`src/rtl/apf_defs.vh`:
```
// Constants for the async packet FIFO framer: offsets, fields, codes, sizes.
// Assumes inclusion by plain name from files under rtl/.
`ifndef APF_DEFS_VH
`define APF_DEFS_VH
`define APF_ADDR_W 8
`define APF_OFS_STATUS 8'h1c
`define APF_OFS_TX_FIRST 8'h70
`define APF_OFS_DATA_PORT 8'h74
`define APF_OFS_TX_LAST 8'h7c
`define APF_OFS_RX_PUSH 8'h80
`define APF_OFS_CTRL 8'h84
`define APF_RX_DEPTH 39
`define APF_RX_AW 6
`define APF_TX_DEPTH 24
`define APF_TX_AW 5
`define APF_ST_BOUNDARY 28
`define APF_ST_RX_AEMPTY 27
`define APF_ST_RX_EMPTY 26
`define APF_ST_RX_FOUR 25
`define APF_ST_TX_FULL 23
`define APF_ST_TX_AFULL 22
`define APF_ST_TX_FOUR 21
`define APF_ST_TX_AEMPTY 20
`define APF_ST_TX_EMPTY 19
`define APF_ST_TC_ERR 18
`define APF_ST_SEQ_ERR 17
`define APF_CTRL_CLR_TX 0
`define APF_CTRL_CLR_RX 1
`define APF_CTRL_CLR_ERR 2
`define APF_F_IMM 18
`define APF_F_SPD_HI 17
`define APF_F_SPD_LO 16
`define APF_F_PRI_HI 3
`define APF_F_PRI_LO 0
`define APF_F_TC_HI 7
`define APF_F_TC_LO 4
`define APF_ACK_OVERFLOW 4'h4
`define APF_ACK_DATA_ERR 4'hd
`define APF_SPD_RESERVED 2'h3
`define APF_TC_MASK 16'h4af7
`endif

```
`src/rtl/apf_fifo.v`:
```
// Quadlet FIFO with first/last packet marks and a level count.
// Assumes one clock; caller never pushes when full.
`timescale 1ns/1ps
module apf_fifo #(
	parameter DEPTH = 39,
	parameter AW = 6
)(
	input wire core_clk_i,
	input wire rst_n_i,
	input wire clear_i,
	input wire push_i,
	input wire [33:0] push_data_i,
	input wire pop_i,
	output wire [33:0] head_o,
	output wire [AW:0] count_o
);
	reg [33:0] mem [0:DEPTH-1];
	reg [AW-1:0] wr_reg;
	reg [AW-1:0] rd_reg;
	reg [AW:0] cnt_reg;
	wire do_push;
	wire do_pop;
	assign do_pop = pop_i && (cnt_reg != {(AW+1){1'b0}});
	assign do_push = push_i && (cnt_reg != DEPTH[AW:0]);
	assign head_o = mem[rd_reg];
	assign count_o = cnt_reg;
	always @(posedge core_clk_i)
	begin
		if (do_push)
			mem[wr_reg] <= push_data_i;
	end
	always @(posedge core_clk_i or negedge rst_n_i)
	begin
		if (!rst_n_i)
		begin
			wr_reg <= {AW{1'b0}};
			rd_reg <= {AW{1'b0}};
			cnt_reg <= {(AW+1){1'b0}};
		end
		else if (clear_i)
		begin
			wr_reg <= {AW{1'b0}};
			rd_reg <= {AW{1'b0}};
			cnt_reg <= {(AW+1){1'b0}};
		end
		else
		begin
			if (do_push)
				wr_reg <= (wr_reg == DEPTH[AW-1:0] - 1'b1) ? {AW{1'b0}} : wr_reg + 1'b1;
			if (do_pop)
				rd_reg <= (rd_reg == DEPTH[AW-1:0] - 1'b1) ? {AW{1'b0}} : rd_reg + 1'b1;
			if (do_push && !do_pop)
				cnt_reg <= cnt_reg + 1'b1;
			else if (do_pop && !do_push)
				cnt_reg <= cnt_reg - 1'b1;
		end
	end
endmodule // apf_fifo

```
`src/rtl/apf_framer.v`:
```
// Async packet framer: transmit queue with header checks, receive queue
// with status trailer, host register port. Link side is plain ports.
// Behaviour
// - Boundary flag high at first received quadlet
// - Boundary flag only at first/last quadlet
// - Four-available permits four blind reads
// - Almost-empty when exactly one quadlet remains
// - Empty read pops nothing, repeats last
// - Trailer quadlet carries ack code always
// - Ack 04h marks possible overflow
// - Ack 0Dh marks CRC or length error
// - Formats: no-data, quadlet, block, unformatted
// - Quadlet and block formats carry listed types
// - Imm packet sent right after ack
// - Speed codes 100/200/400, 11 reserved
// - Retry codes 1, X, A, B
// - Nonzero priority selects priority arbitration
// - No payload when data length zero
// - Payload bytes most significant first
// - Only listed transaction codes transmitted
//
// Chosen here: the strobed register port and the register offsets.
`timescale 1ns/1ps
`include "apf_defs.vh"
module apf_framer (
	input wire core_clk_i,
	input wire rst_n_i,
	input wire [7:0] addr_i,
	input wire [31:0] wdata_i,
	input wire wr_i,
	input wire rd_i,
	output reg [31:0] rdata_o,
	input wire rx_push_i,
	input wire [31:0] rx_quadlet_i,
	input wire rx_first_i,
	input wire rx_last_i,
	input wire [3:0] rx_ack_i,
	input wire rx_overflowed_i,
	input wire rx_data_err_i,
	output reg rx_ready_o,
	input wire tx_pop_i,
	input wire ack_sent_i,
	output reg [31:0] tx_quadlet_o,
	output reg tx_first_o,
	output reg tx_last_o,
	output reg tx_valid_o,
	output reg tx_req_o,
	output reg tx_immediate_o,
	output reg tx_priority_arb_o,
	output reg [1:0] tx_speed_o,
	output reg bad_transaction_code_error_o
);
	wire [33:0] rx_head;
	wire [6:0] rx_count;
	wire [33:0] tx_head;
	wire [5:0] tx_count;
	reg [31:0] last_read_reg;
	reg tc_err_reg;
	reg seq_err_reg;
	reg in_pkt_reg;
	reg ctrl_clr_tx_reg;
	reg ctrl_clr_rx_reg;
	reg trailer_pend_reg;
	reg [3:0] trailer_ack_reg;
	reg imm_pend_reg;
	reg [31:0] rdata_next;
	wire rx_empty;
	wire rx_pop;
	wire rx_link_push;
	wire [33:0] rx_push_word;
	wire [3:0] ack_code;
	wire tx_first_wr;
	wire tx_mid_wr;
	wire tx_last_wr;
	wire tx_push;
	wire tx_full;
	wire [3:0] tcode;
	wire [15:0] tc_shift;
	wire tc_ok;
	wire hdr_ok;
	wire tx_blocked;
	wire [31:0] status_word;

	// Receive queue
	assign rx_empty = (rx_count == 7'h00);
	assign rx_pop = rd_i && (addr_i == `APF_OFS_DATA_PORT) && !rx_empty;
	assign ack_code = rx_overflowed_i ? `APF_ACK_OVERFLOW :
		(rx_data_err_i ? `APF_ACK_DATA_ERR : rx_ack_i);
	// Trailer slot is taken right after the last link quadlet
	assign rx_link_push = rx_push_i && !trailer_pend_reg;
	assign rx_push_word = trailer_pend_reg ?
		{1'b0, 1'b1, 28'h0000000, trailer_ack_reg} :
		{rx_first_i, 1'b0, rx_quadlet_i};

	apf_fifo #(
		.DEPTH(`APF_RX_DEPTH),
		.AW(`APF_RX_AW)
	) u_rx_fifo (
		.core_clk_i(core_clk_i),
		.rst_n_i(rst_n_i),
		.clear_i(ctrl_clr_rx_reg),
		.push_i(rx_link_push || trailer_pend_reg),
		.push_data_i(rx_push_word),
		.pop_i(rx_pop),
		.head_o(rx_head),
		.count_o(rx_count)
	);

	always @(posedge core_clk_i or negedge rst_n_i)
	begin
		if (!rst_n_i)
		begin
			trailer_pend_reg <= 1'b0;
			trailer_ack_reg <= 4'h0;
			rx_ready_o <= 1'b0;
			last_read_reg <= 32'h00000000;
		end
		else
		begin
			if (trailer_pend_reg)
				trailer_pend_reg <= 1'b0;
			else if (rx_link_push && rx_last_i)
			begin
				trailer_pend_reg <= 1'b1;
				trailer_ack_reg <= ack_code;
			end
			// Two spare slots keep room for a quadlet plus trailer
			rx_ready_o <= (rx_count < 7'd37) && !(rx_push_i && rx_last_i);
			if (rx_pop)
				last_read_reg <= rx_head[31:0];
		end
	end

	// Transmit queue: first/mid/last writes build one packet
	assign tx_first_wr = wr_i && (addr_i == `APF_OFS_TX_FIRST);
	assign tx_mid_wr = wr_i && (addr_i == `APF_OFS_DATA_PORT);
	assign tx_last_wr = wr_i && (addr_i == `APF_OFS_TX_LAST);
	assign tx_full = (tx_count == 6'd24);
	assign tcode = wdata_i[`APF_F_TC_HI:`APF_F_TC_LO];
	assign tc_shift = `APF_TC_MASK >> tcode;
	assign tc_ok = tc_shift[0];
	assign hdr_ok = tc_ok && (wdata_i[`APF_F_SPD_HI:`APF_F_SPD_LO] != `APF_SPD_RESERVED);
	assign tx_blocked = tc_err_reg || seq_err_reg;
	// Bad headers never enter the queue
	assign tx_push = ((tx_first_wr && hdr_ok) || ((tx_mid_wr || tx_last_wr) && in_pkt_reg))
		&& !tx_full && !tx_blocked;

	apf_fifo #(
		.DEPTH(`APF_TX_DEPTH),
		.AW(`APF_TX_AW)
	) u_tx_fifo (
		.core_clk_i(core_clk_i),
		.rst_n_i(rst_n_i),
		.clear_i(ctrl_clr_tx_reg),
		.push_i(tx_push),
		.push_data_i({tx_first_wr, tx_last_wr, wdata_i}),
		.pop_i(tx_pop_i && tx_valid_o),
		.head_o(tx_head),
		.count_o(tx_count)
	);

	always @(posedge core_clk_i or negedge rst_n_i)
	begin
		if (!rst_n_i)
		begin
			tc_err_reg <= 1'b0;
			seq_err_reg <= 1'b0;
			in_pkt_reg <= 1'b0;
			ctrl_clr_tx_reg <= 1'b0;
			ctrl_clr_rx_reg <= 1'b0;
			imm_pend_reg <= 1'b0;
		end
		else
		begin
			ctrl_clr_tx_reg <= wr_i && (addr_i == `APF_OFS_CTRL) && wdata_i[`APF_CTRL_CLR_TX];
			ctrl_clr_rx_reg <= wr_i && (addr_i == `APF_OFS_CTRL) && wdata_i[`APF_CTRL_CLR_RX];
			if (tx_first_wr && !tx_blocked && !tx_full)
			begin
				in_pkt_reg <= 1'b1;
				if (!hdr_ok)
					tc_err_reg <= 1'b1;
			end
			else if (tx_last_wr)
				in_pkt_reg <= 1'b0;
			else if (tx_mid_wr && !in_pkt_reg)
				seq_err_reg <= 1'b1;
			if (tx_last_wr && !in_pkt_reg)
				seq_err_reg <= 1'b1;
			if (wr_i && addr_i == `APF_OFS_CTRL && wdata_i[`APF_CTRL_CLR_ERR])
			begin
				tc_err_reg <= tx_first_wr ? tc_err_reg : 1'b0;
				seq_err_reg <= 1'b0;
			end
			if (ack_sent_i)
				imm_pend_reg <= 1'b1;
			else if (tx_pop_i && tx_valid_o && tx_head[33])
				imm_pend_reg <= 1'b0;
		end
	end

	// Link-facing transmit outputs, all registered
	always @(posedge core_clk_i or negedge rst_n_i)
	begin
		if (!rst_n_i)
		begin
			tx_quadlet_o <= 32'h00000000;
			tx_first_o <= 1'b0;
			tx_last_o <= 1'b0;
			tx_valid_o <= 1'b0;
			tx_req_o <= 1'b0;
			tx_immediate_o <= 1'b0;
			tx_priority_arb_o <= 1'b0;
			tx_speed_o <= 2'h0;
			bad_transaction_code_error_o <= 1'b0;
		end
		else
		begin
			tx_quadlet_o <= tx_head[31:0];
			tx_first_o <= tx_head[33];
			tx_last_o <= tx_head[32];
			tx_valid_o <= (tx_count != 6'd0) && !tx_blocked && !(tx_pop_i && tx_valid_o);
			tx_req_o <= (tx_count != 6'd0) && !tx_blocked && tx_head[33];
			tx_immediate_o <= tx_head[33] && tx_head[`APF_F_IMM] && imm_pend_reg;
			tx_priority_arb_o <= tx_head[33] &&
				(tx_head[`APF_F_PRI_HI:`APF_F_PRI_LO] != 4'h0);
			tx_speed_o <= tx_head[`APF_F_SPD_HI:`APF_F_SPD_LO];
			bad_transaction_code_error_o <= tc_err_reg;
		end
	end

	// Status word and read mux
	assign status_word = {3'h0,
		!rx_empty && (rx_head[33] || rx_head[32]),
		rx_count == 7'd1,
		rx_empty,
		rx_count >= 7'd4,
		1'b0,
		tx_full,
		tx_count == 6'd23,
		tx_count <= 6'd20,
		tx_count == 6'd1,
		tx_count == 6'd0,
		tc_err_reg,
		seq_err_reg,
		17'h00000};

	always @*
	begin
		case (addr_i)
			`APF_OFS_STATUS: rdata_next = status_word;
			`APF_OFS_DATA_PORT: rdata_next = rx_empty ? last_read_reg : rx_head[31:0];
			`APF_OFS_CTRL: rdata_next = {29'h0, tx_blocked, ctrl_clr_rx_reg, ctrl_clr_tx_reg};
			default: rdata_next = 32'h00000000;
		endcase
	end

	always @(posedge core_clk_i or negedge rst_n_i)
	begin
		if (!rst_n_i)
			rdata_o <= 32'h00000000;
		else if (rd_i)
			rdata_o <= rdata_next;
		else
			rdata_o <= 32'h00000000;
	end
endmodule // apf_framer

```
`config.mk`:
```
export PLATFORM = sky130hd
export DESIGN_NAME = apf_framer
export DESIGN_NICKNAME = d
export VERILOG_FILES = /design/src/rtl/apf_fifo.v /design/src/rtl/apf_framer.v
export VERILOG_INCLUDE_DIRS = /design/src /design/src/rtl
export SDC_FILE = /design/constraint.sdc
export NUM_CORES = 2
export LEC_CHECK = 0
export ABC_CLOCK_PERIOD_IN_PS = 7300
export BUFFER_PORTS_ARGS = -buffer_cell sky130_fd_sc_hd__buf_2
export CAP_MARGIN = 40
export CORE_ASPECT_RATIO = 1.75
export CORE_UTILIZATION = 50
export CTS_CLUSTER_DIAMETER = 50
export CTS_CLUSTER_SIZE = 16
export DETAILED_ROUTE_END_ITERATION = 8
export GPL_ROUTABILITY_DRIVEN = 0
export MAX_ROUTING_LAYER = met4
export PLACE_DENSITY = 0.66
export SYNTH_ARGS = -nofsm -noshare
export SYNTH_HDL_FRONTEND = slang
export SYNTH_SLANG_ARGS = --single-unit
```
`constraint.sdc`:
```
create_clock -name core_clk_i -period 7.3 [get_ports core_clk_i]
set_input_delay 1.095 -clock core_clk_i [delete_from_list [all_inputs] [get_ports core_clk_i]]
set_output_delay 1.095 -clock core_clk_i [all_outputs]
set_load 0.05 [all_outputs]
```
---- Word-level counts from Yosys, hierarchy flattened ----
Memory sizes are Yosys's and may differ from the RTL's.
Index checks and enable logic that the tools add are counted.
storage, ports and cells
  RAM bits ................................ 2,142
  memories ................................ 2
  word-level logic and storage cells ...... 177
  register bits after elaboration ......... 152
  bits in latches ......................... 0
  output and inout bits ................... 74
  memory bits (read-only) ................. 0
  bits of input ports ..................... 87
operators by class
  add/sub/neg operators ................... 8
  multipliers ............................. 0
  mux-type cells .......................... 43
  bitwise gates (word level) .............. 1
  shift operators ......................... 1
  reduce and logical (&&, ||, !) cells .... 73
  div/mod/pow operators ................... 0
  order comparisons ....................... 3
  eq/ne operators ......................... 20
memories
  name           depth  width  read ports  clocked after memory_dff  wr ports  RTL line       text
  u_rx_fifo.mem  39     34     1           0                         1         apf_fifo.v:17  reg [33:0] mem [0:DEPTH-1];
  u_tx_fifo.mem  24     34     1           0                         1         apf_fifo.v:17
operator list
  cell                    count
  $pmux W32 S3            1
  $mux W32                2
  $mux W6                 9
  $logic_and A1 B1 Y1     39
  $mux W34                1
  $mux W5                 6
  $eq A8 B7 Y1 const B    3
  $mux W7                 3
  $mux W1                 19
  $add A6 B1 Y6 const B   3
  $shr A15 B4 Y1 const A  1
  $reduce_bool A2 Y1      7
  $eq A6 B5 Y1 const B    2
  $eq A6 B6 Y1 const B    2
  $logic_not A1 Y1        11
  $add A5 B1 Y5 const B   2
  $eq A5 B5 Y1 const B    2
  $reduce_bool A3 Y1      3
  $eq A8 B5 Y1 const B    1
  $eq A8 B8 Y1 const B    1
  $mux W4                 2
  $add A7 B1 Y7 const B   1
  $eq A7 B1 Y1 const B    1
  $ge A7 B3 Y1 const B    1
  other kinds (19)        26

---- Logic depth before layout (Yosys ltp) ----
  depth in word-level cells ............... 13
  gate-level depth with buffers ........... 12
  gate-level depth less buffers ........... 9

---- Hierarchy ----
From an unflattened synthesis, not the netlist that was laid out.
second synthesis, totals
  cell total of the unflattened synthesis .. 4,387
  area, all modules ....................... 89,365.7 um^2
by module, submodules not included
  module                 area an instance (um^2)  sequential area each (um^2)  times used  cells an instance
  apf_fifo at u_rx_fifo  52,146.3                 40,293.6                     1           2,497
  apf_fifo at u_tx_fifo  32,545.0                 24,903.9                     1           1,532
  apf_framer             4,674.5                  2,877.8                      1           358

---- Worst setup path before layout ----
OpenSTA, ideal clock, no wires.
  kind .................................... input-to-reg
  start point ............................. input addr_i[7]
  end point ............................... memory u_tx_fifo.mem[23][0] (enable)
  data arrival time ....................... 4.694 ns
  library setup time ...................... 0.468 ns
  cell stages on the path ................. 5
  path slack .............................. 2.139 ns
  buffers on the path ..................... 1
  required time ........................... 6.832 ns
  cells stage by stage .................... nand4b_4 -> or4b_1 -> or4_1 -> clkbuf_2 -> nor3_1
between the ends
  cells in the longest elaborated chain, start to end .. 10
  elaborated cells between the ends (all ways) .. 15
  classes of those cells .................. 3 x eq/ne; 2 x mux; 10 x reduce/logical
RTL lines
  item                                    RTL line                            text
  start, declared                         apf_framer.v:28                     input wire [7:0] addr_i,
  $eq A8 B7 Y1                            --
  $logic_and A1 B1 Y1 (on tied branches)  apf_framer.v:136, apf_framer.v:137
  $logic_or A1 B1 Y1                      apf_framer.v:145                    assign tx_push = ((tx_first_wr && hdr_ok) || ((tx_mid_wr || tx_last_wr) && in_pkt_reg))
  $logic_and A1 B1 Y1                     apf_framer.v:145
  $logic_or A1 B1 Y1 (*)                  apf_framer.v:145
  $logic_and A1 B1 Y1 (*) (2 in series)   apf_framer.v:146                    && !tx_full && !tx_blocked;
  $logic_and A1 B1 Y1 (*)                 apf_fifo.v:24                       assign do_push = push_i && (cnt_reg != DEPTH[AW:0]);
  $mux W1 (*)                             apf_fifo.v:29                       if (do_push)
  $mux W1 (not written as such) (*)       apf_fifo.v:30                       mem[wr_reg] <= push_data_i;
  end, declared                           apf_fifo.v:17
Mark *: on every way between the ends. The rest lies on a longest branch, timed or not.

---- Worst setup path in the final report ----
  start point ............................. input addr_i[7]
  end point ............................... memory u_tx_fifo.mem[2][24] (enable)
The elaborated chain is that of the path after synthesis.

==> impl_summary.txt <==
----------------------------------------------------
[Outcome]
  Run status ... completed

[Worst setup path]
  CP Launch Type ... input pin
  Worst path slowest cell ... nor2_2
  Ordered cell list for the critical path ... buf_2 -> nand4b_4 -> or4b_1 -> or4_1 -> nor2_2 -> nand2_1 -> nor2_4 -> buf_16
  Biggest cell delay along the critical path ... 0.78 ns
  Critical path required time ... 7.81 ns
  Arrival @ worst endpoint ... 4.59 ns
  Critical Path Sink Type ... register
  Type of the setup path with the least slack ... in -> reg
  Maximum fanout along the worst path ... 20

[GRT]
  Met2 layer usage reported by global route ... 43.5%
  Via count of the first global-routing pass ... 43,300
  M1 GR Usage ... 29.1%
  Initial antenna violation count ... 11
  First-pass GRT wire length ... 303,000 µm
  GR Util met3 ... 2.51%
  Global route total overflow ... 0
  Highest-utilization routing layer at the global route stage ... met2
  GRT Overall Usage ... 24.4%
  Maximum number of pins on one net before global-route repair ... 128

[Clock tree]
  Number of clock buffers inserted by TritonCTS ... 177
  TritonCTS clock tree ... yes
  Post-CTS sizing ... 0
  Hold buffers post-CTS ... 0
  Clock slew seen by the registers of the worst setup and hold paths ... 0.07 ns
  Clock root buffer ... clkbuf_16
  Insertion delay of the later-clocked pin in the worst-skew pair ... 0.85 ns
  Maximum root-to-sink buffer count ... 4
  Max H-tree Level ... 4
  CTS sink count ... 2,292
  # Post-CTS Setup Buffers ... 0

[Timing]
  Worst rel slew slack ... 26.4%
  RSZ-0062 raised after global routing ... no
  Final Slew Violations ... 0
  Setup_tns ... 0 ns
  Finish-stage setup viols ... 0
  Worst Tran Pin Value ... 1.10 ns
  Clk_skew ... 0.0630 ns
  Final period util ... 55.8%
  Highest clock rate ... 246 MHz
  Hold violation count in the final report ... 0
  Tmin final ... 4.07 ns

[Placed design]
  Port buffer count ... 160
  Placed Cells incl. Taps ... 6,452
  Detailed placer's ending HPWL ... 129,000 µm

[Floorplanning]
  Boundary Pins ... 161
  Core outline area ... 175,000 µm²
  Die span in y ... 557 µm
  Die outline width ... 319 µm
  Area of the die ... 178,000 µm²
  Row Count ... 203
  Starting Density ... 50.3%

[Synth]
  Most repeated cell in the gate-level netlist after synthesis ... edfxtp_1
  Yosys cell types ... 68
  Number of warnings printed during yosys synthesis ... 0
  Share of flip-flops with an asynchronous set or reset ... 6.54%
  Post-synthesis instance area ... 87,900 µm²
  Leading area contributor after synthesis ... edfxtp_1
  Synthesized Nets ... 4,203
  Number of flops mapped to enable cells by yosys ... 2,142
  Ranking of synthesized cells by area ... edfxtp_1 (73%), mux4_2 (15%), dfrtp_1 (4.3%), mux2i_1 (1.3%), nand2_1 (0.90%)
  Most used DFF post-synth ... edfxtp_1
  Syn avg cell area ... 21.4 µm²
  Flop and latch count out of synthesis ... 2,292
  Sequential area share after synthesis ... 77.4%
  Post-Syn Instances ... 4,100
  Fraction of post-synthesis cell area in the top cell type by area ... 73.1%
  Synth cell count leaders ... edfxtp_1 (2,142), mux4_2 (572), nand2_1 (210), nor2_1 (161), dfrtp_1 (150)

[Cells and area]
  Proportion of layout cells with a drive suffix above 1 ... 27.2%
  Largest register FFs ... 1,326
  Final cell count without fillers ... 6,730
  Layout Nets ... 4,480
  Largest regs ... u_rx_fifo.mem: 1326 flops, u_tx_fifo.mem: 816 flops
  Register ranked first by flip-flop count ... u_rx_fifo.mem
  Layout fillers ... 12,900
  Layout-stage area growth over the synthesis result ... 11.6%

[Pwr]
  Share of total power consumed by net switching ... 26.2%
  Int Pwr ... 21.7 mW
  Leakage power of the design ... 31.1 nW
  Power per cell area ... 299 nW/µm²
  Net Sw Power ... 7.69 mW
  Power share of the combinational group ... 17.0%
  Fraction of power consumed by the clock network ... 30.6%
  Worst ir drop on vdd ... 0.276 mV
  Part of the total power dissipated in sequential elements ... 52.3%

[Min path]
  Path type of the worst min-delay path ... in -> async

[Detailed routing]
  Post-route DRC ... 0
  Total via count after detailed routing ... 41,700
  Detailed Routing Iterations Pass 1 ... 5
  Starting DRT DRC Count ... 4,327
  ANT nets after route ... 0
  Vias per inst ... 6.19
  Aggregate routed wire length ... 208,000 µm
  Average detailed-routed wire length per instance ... 30.9 µm

[Job]
  Max-Cap Viols ... 0

----------------------------------------------------
critical path: cells and delay by family:
kind,cells,cell delay [ns]
buf+inv,2,0.36
simple gates,6,3.10
routing by layer:
layer / vias to the layer above / share of wire (%)
li1: 17400 / -
met1: 22400 / 37
met2: 1532 / 55
met3: 349 / 5.1
met4: 0 / 3.1
met5: - / 0
logic make-up (layout without fill, tap and decap cells):
kind of cell | Yosys count | count (layout) | synth area share [%]
other cells | 0 | 4 | 0
fa+ha+maj | 16 | 16 | 0.228
mux | 691 | 691 | 16.0
flops | 2292 | 2292 | 77.4
buf+inv | 233 | 604 | 1.21
xor+xnor | 16 | 16 | 0.159
simple gates | 567 | 567 | 2.97
compound gates | 285 | 285 | 2.00
stage by stage:
| stage | power, mW | util, % | setup slack, ns | hold slack, ns | instance area, µm² |
|---|---|---|---|---|---|
| 3_5_place_dp | 20.7 | 53.3 | 2.42 | 0.457 | 93100 |
| 5_1_grt | 30.3 | 56.1 | 3.05 | 0.447 | 98100 |
| 2_1_floorplan | 19.0 | - | 2.14 | 0.418 | 87900 |
| 4_1_cts | 29.6 | 56.1 | 3.28 | 0.385 | 98100 |
| 6_report | 29.4 | 56.2 | 3.23 | 0.385 | 98100 |
| 3_3_place_gp | 20.5 | 52.6 | 2.25 | 0.448 | 92000 |
layout by cell type, fill, tap and decap left out, types with 8 or more instances in the layout:
cell / Yosys / routed
nand3_1: 44 / 43
buf_4: 19 / 92
o21ai_0: 76 / 76
clkbuf_1: 90 / 71
xnor2_1: 11 / 11
a31oi_1: 13 / 13
buf_12: 0 / 33
dfrtp_1: 150 / 140
a211oi_1: 16 / 16
buf_2: 73 / 162
nand2_1: 210 / 210
o211ai_1: 16 / 16
inv_1: 16 / 16
a22oi_1: 8 / 8
and3_1: 16 / 10
buf_16: 0 / 20
nor2_1: 161 / 112
clkbuf_16: 0 / 179
nand3b_1: 8 / 8
nor2b_1: 42 / 13
mux2i_1: 112 / 112
nor2b_4: 0 / 8
o22ai_1: 21 / 21
nor3_1: 28 / 26
mux4_2: 572 / 572
ha_1: 16 / 16
dfrtp_4: 0 / 8
a21oi_1: 81 / 81
nor2b_2: 0 / 21
edfxtp_1: 2142 / 2142
nor2_4: 0 / 49
worst paths after layout:
check | to | slack (ns) | cells after the start | from
worst max-delay path | u_tx_fifo.mem[2][24]$_DFFE_PP_ | 3.23 | 8 | addr_i[7]
min in group core_clk_i | tx_valid_o$_DFF_PN0_ | 0.47 | 2 | tx_pop_i
worst min-delay path | ctrl_clr_tx_reg$_DFF_PN0_ | 0.38 | 1 | rst_n_i
worst max register to register | u_tx_fifo.mem[2][24]$_DFFE_PP_ | 3.25 | 9 | u_tx_fifo.count_o[1]$_DFFE_PN0P_
max in group asynchronous | u_tx_fifo.rd_reg[4]$_DFFE_PN0P_ | 5.80 | 3 | rst_n_i
worst min register to register | tx_valid_o$_DFF_PN0_ | 0.47 | 1 | tx_valid_o$_DFF_PN0_
power by group through the flow:
stage | Clock (mW) | Sequential [mW] | Combinational (mW)
2_1_floorplan | 0 | 15.8 | 3.15
3_3_place_gp | 0 | 15.7 | 4.83
3_5_place_dp | 0 | 15.7 | 5.06
4_1_cts | 9.17 | 15.4 | 5.07
5_1_grt | 9.56 | 15.4 | 5.32
6_report | 8.99 | 15.4 | 5.00
layout make-up:
class                      count  area [µm²]  share of cell area [%]
inverter                      18        70.1                  0.0714
clock inverter                21         236                   0.241
multi-input combinational   1575       19300                    19.7
tap                         2255        2820                    2.88
timing repair buffer         313        2800                    2.85
clock buffer                 252        4770                    4.86
antenna                        4        10.0                  0.0102
sequential                  2292       68100                    69.4
No activity file was read; power rests on OpenSTA's default activity.
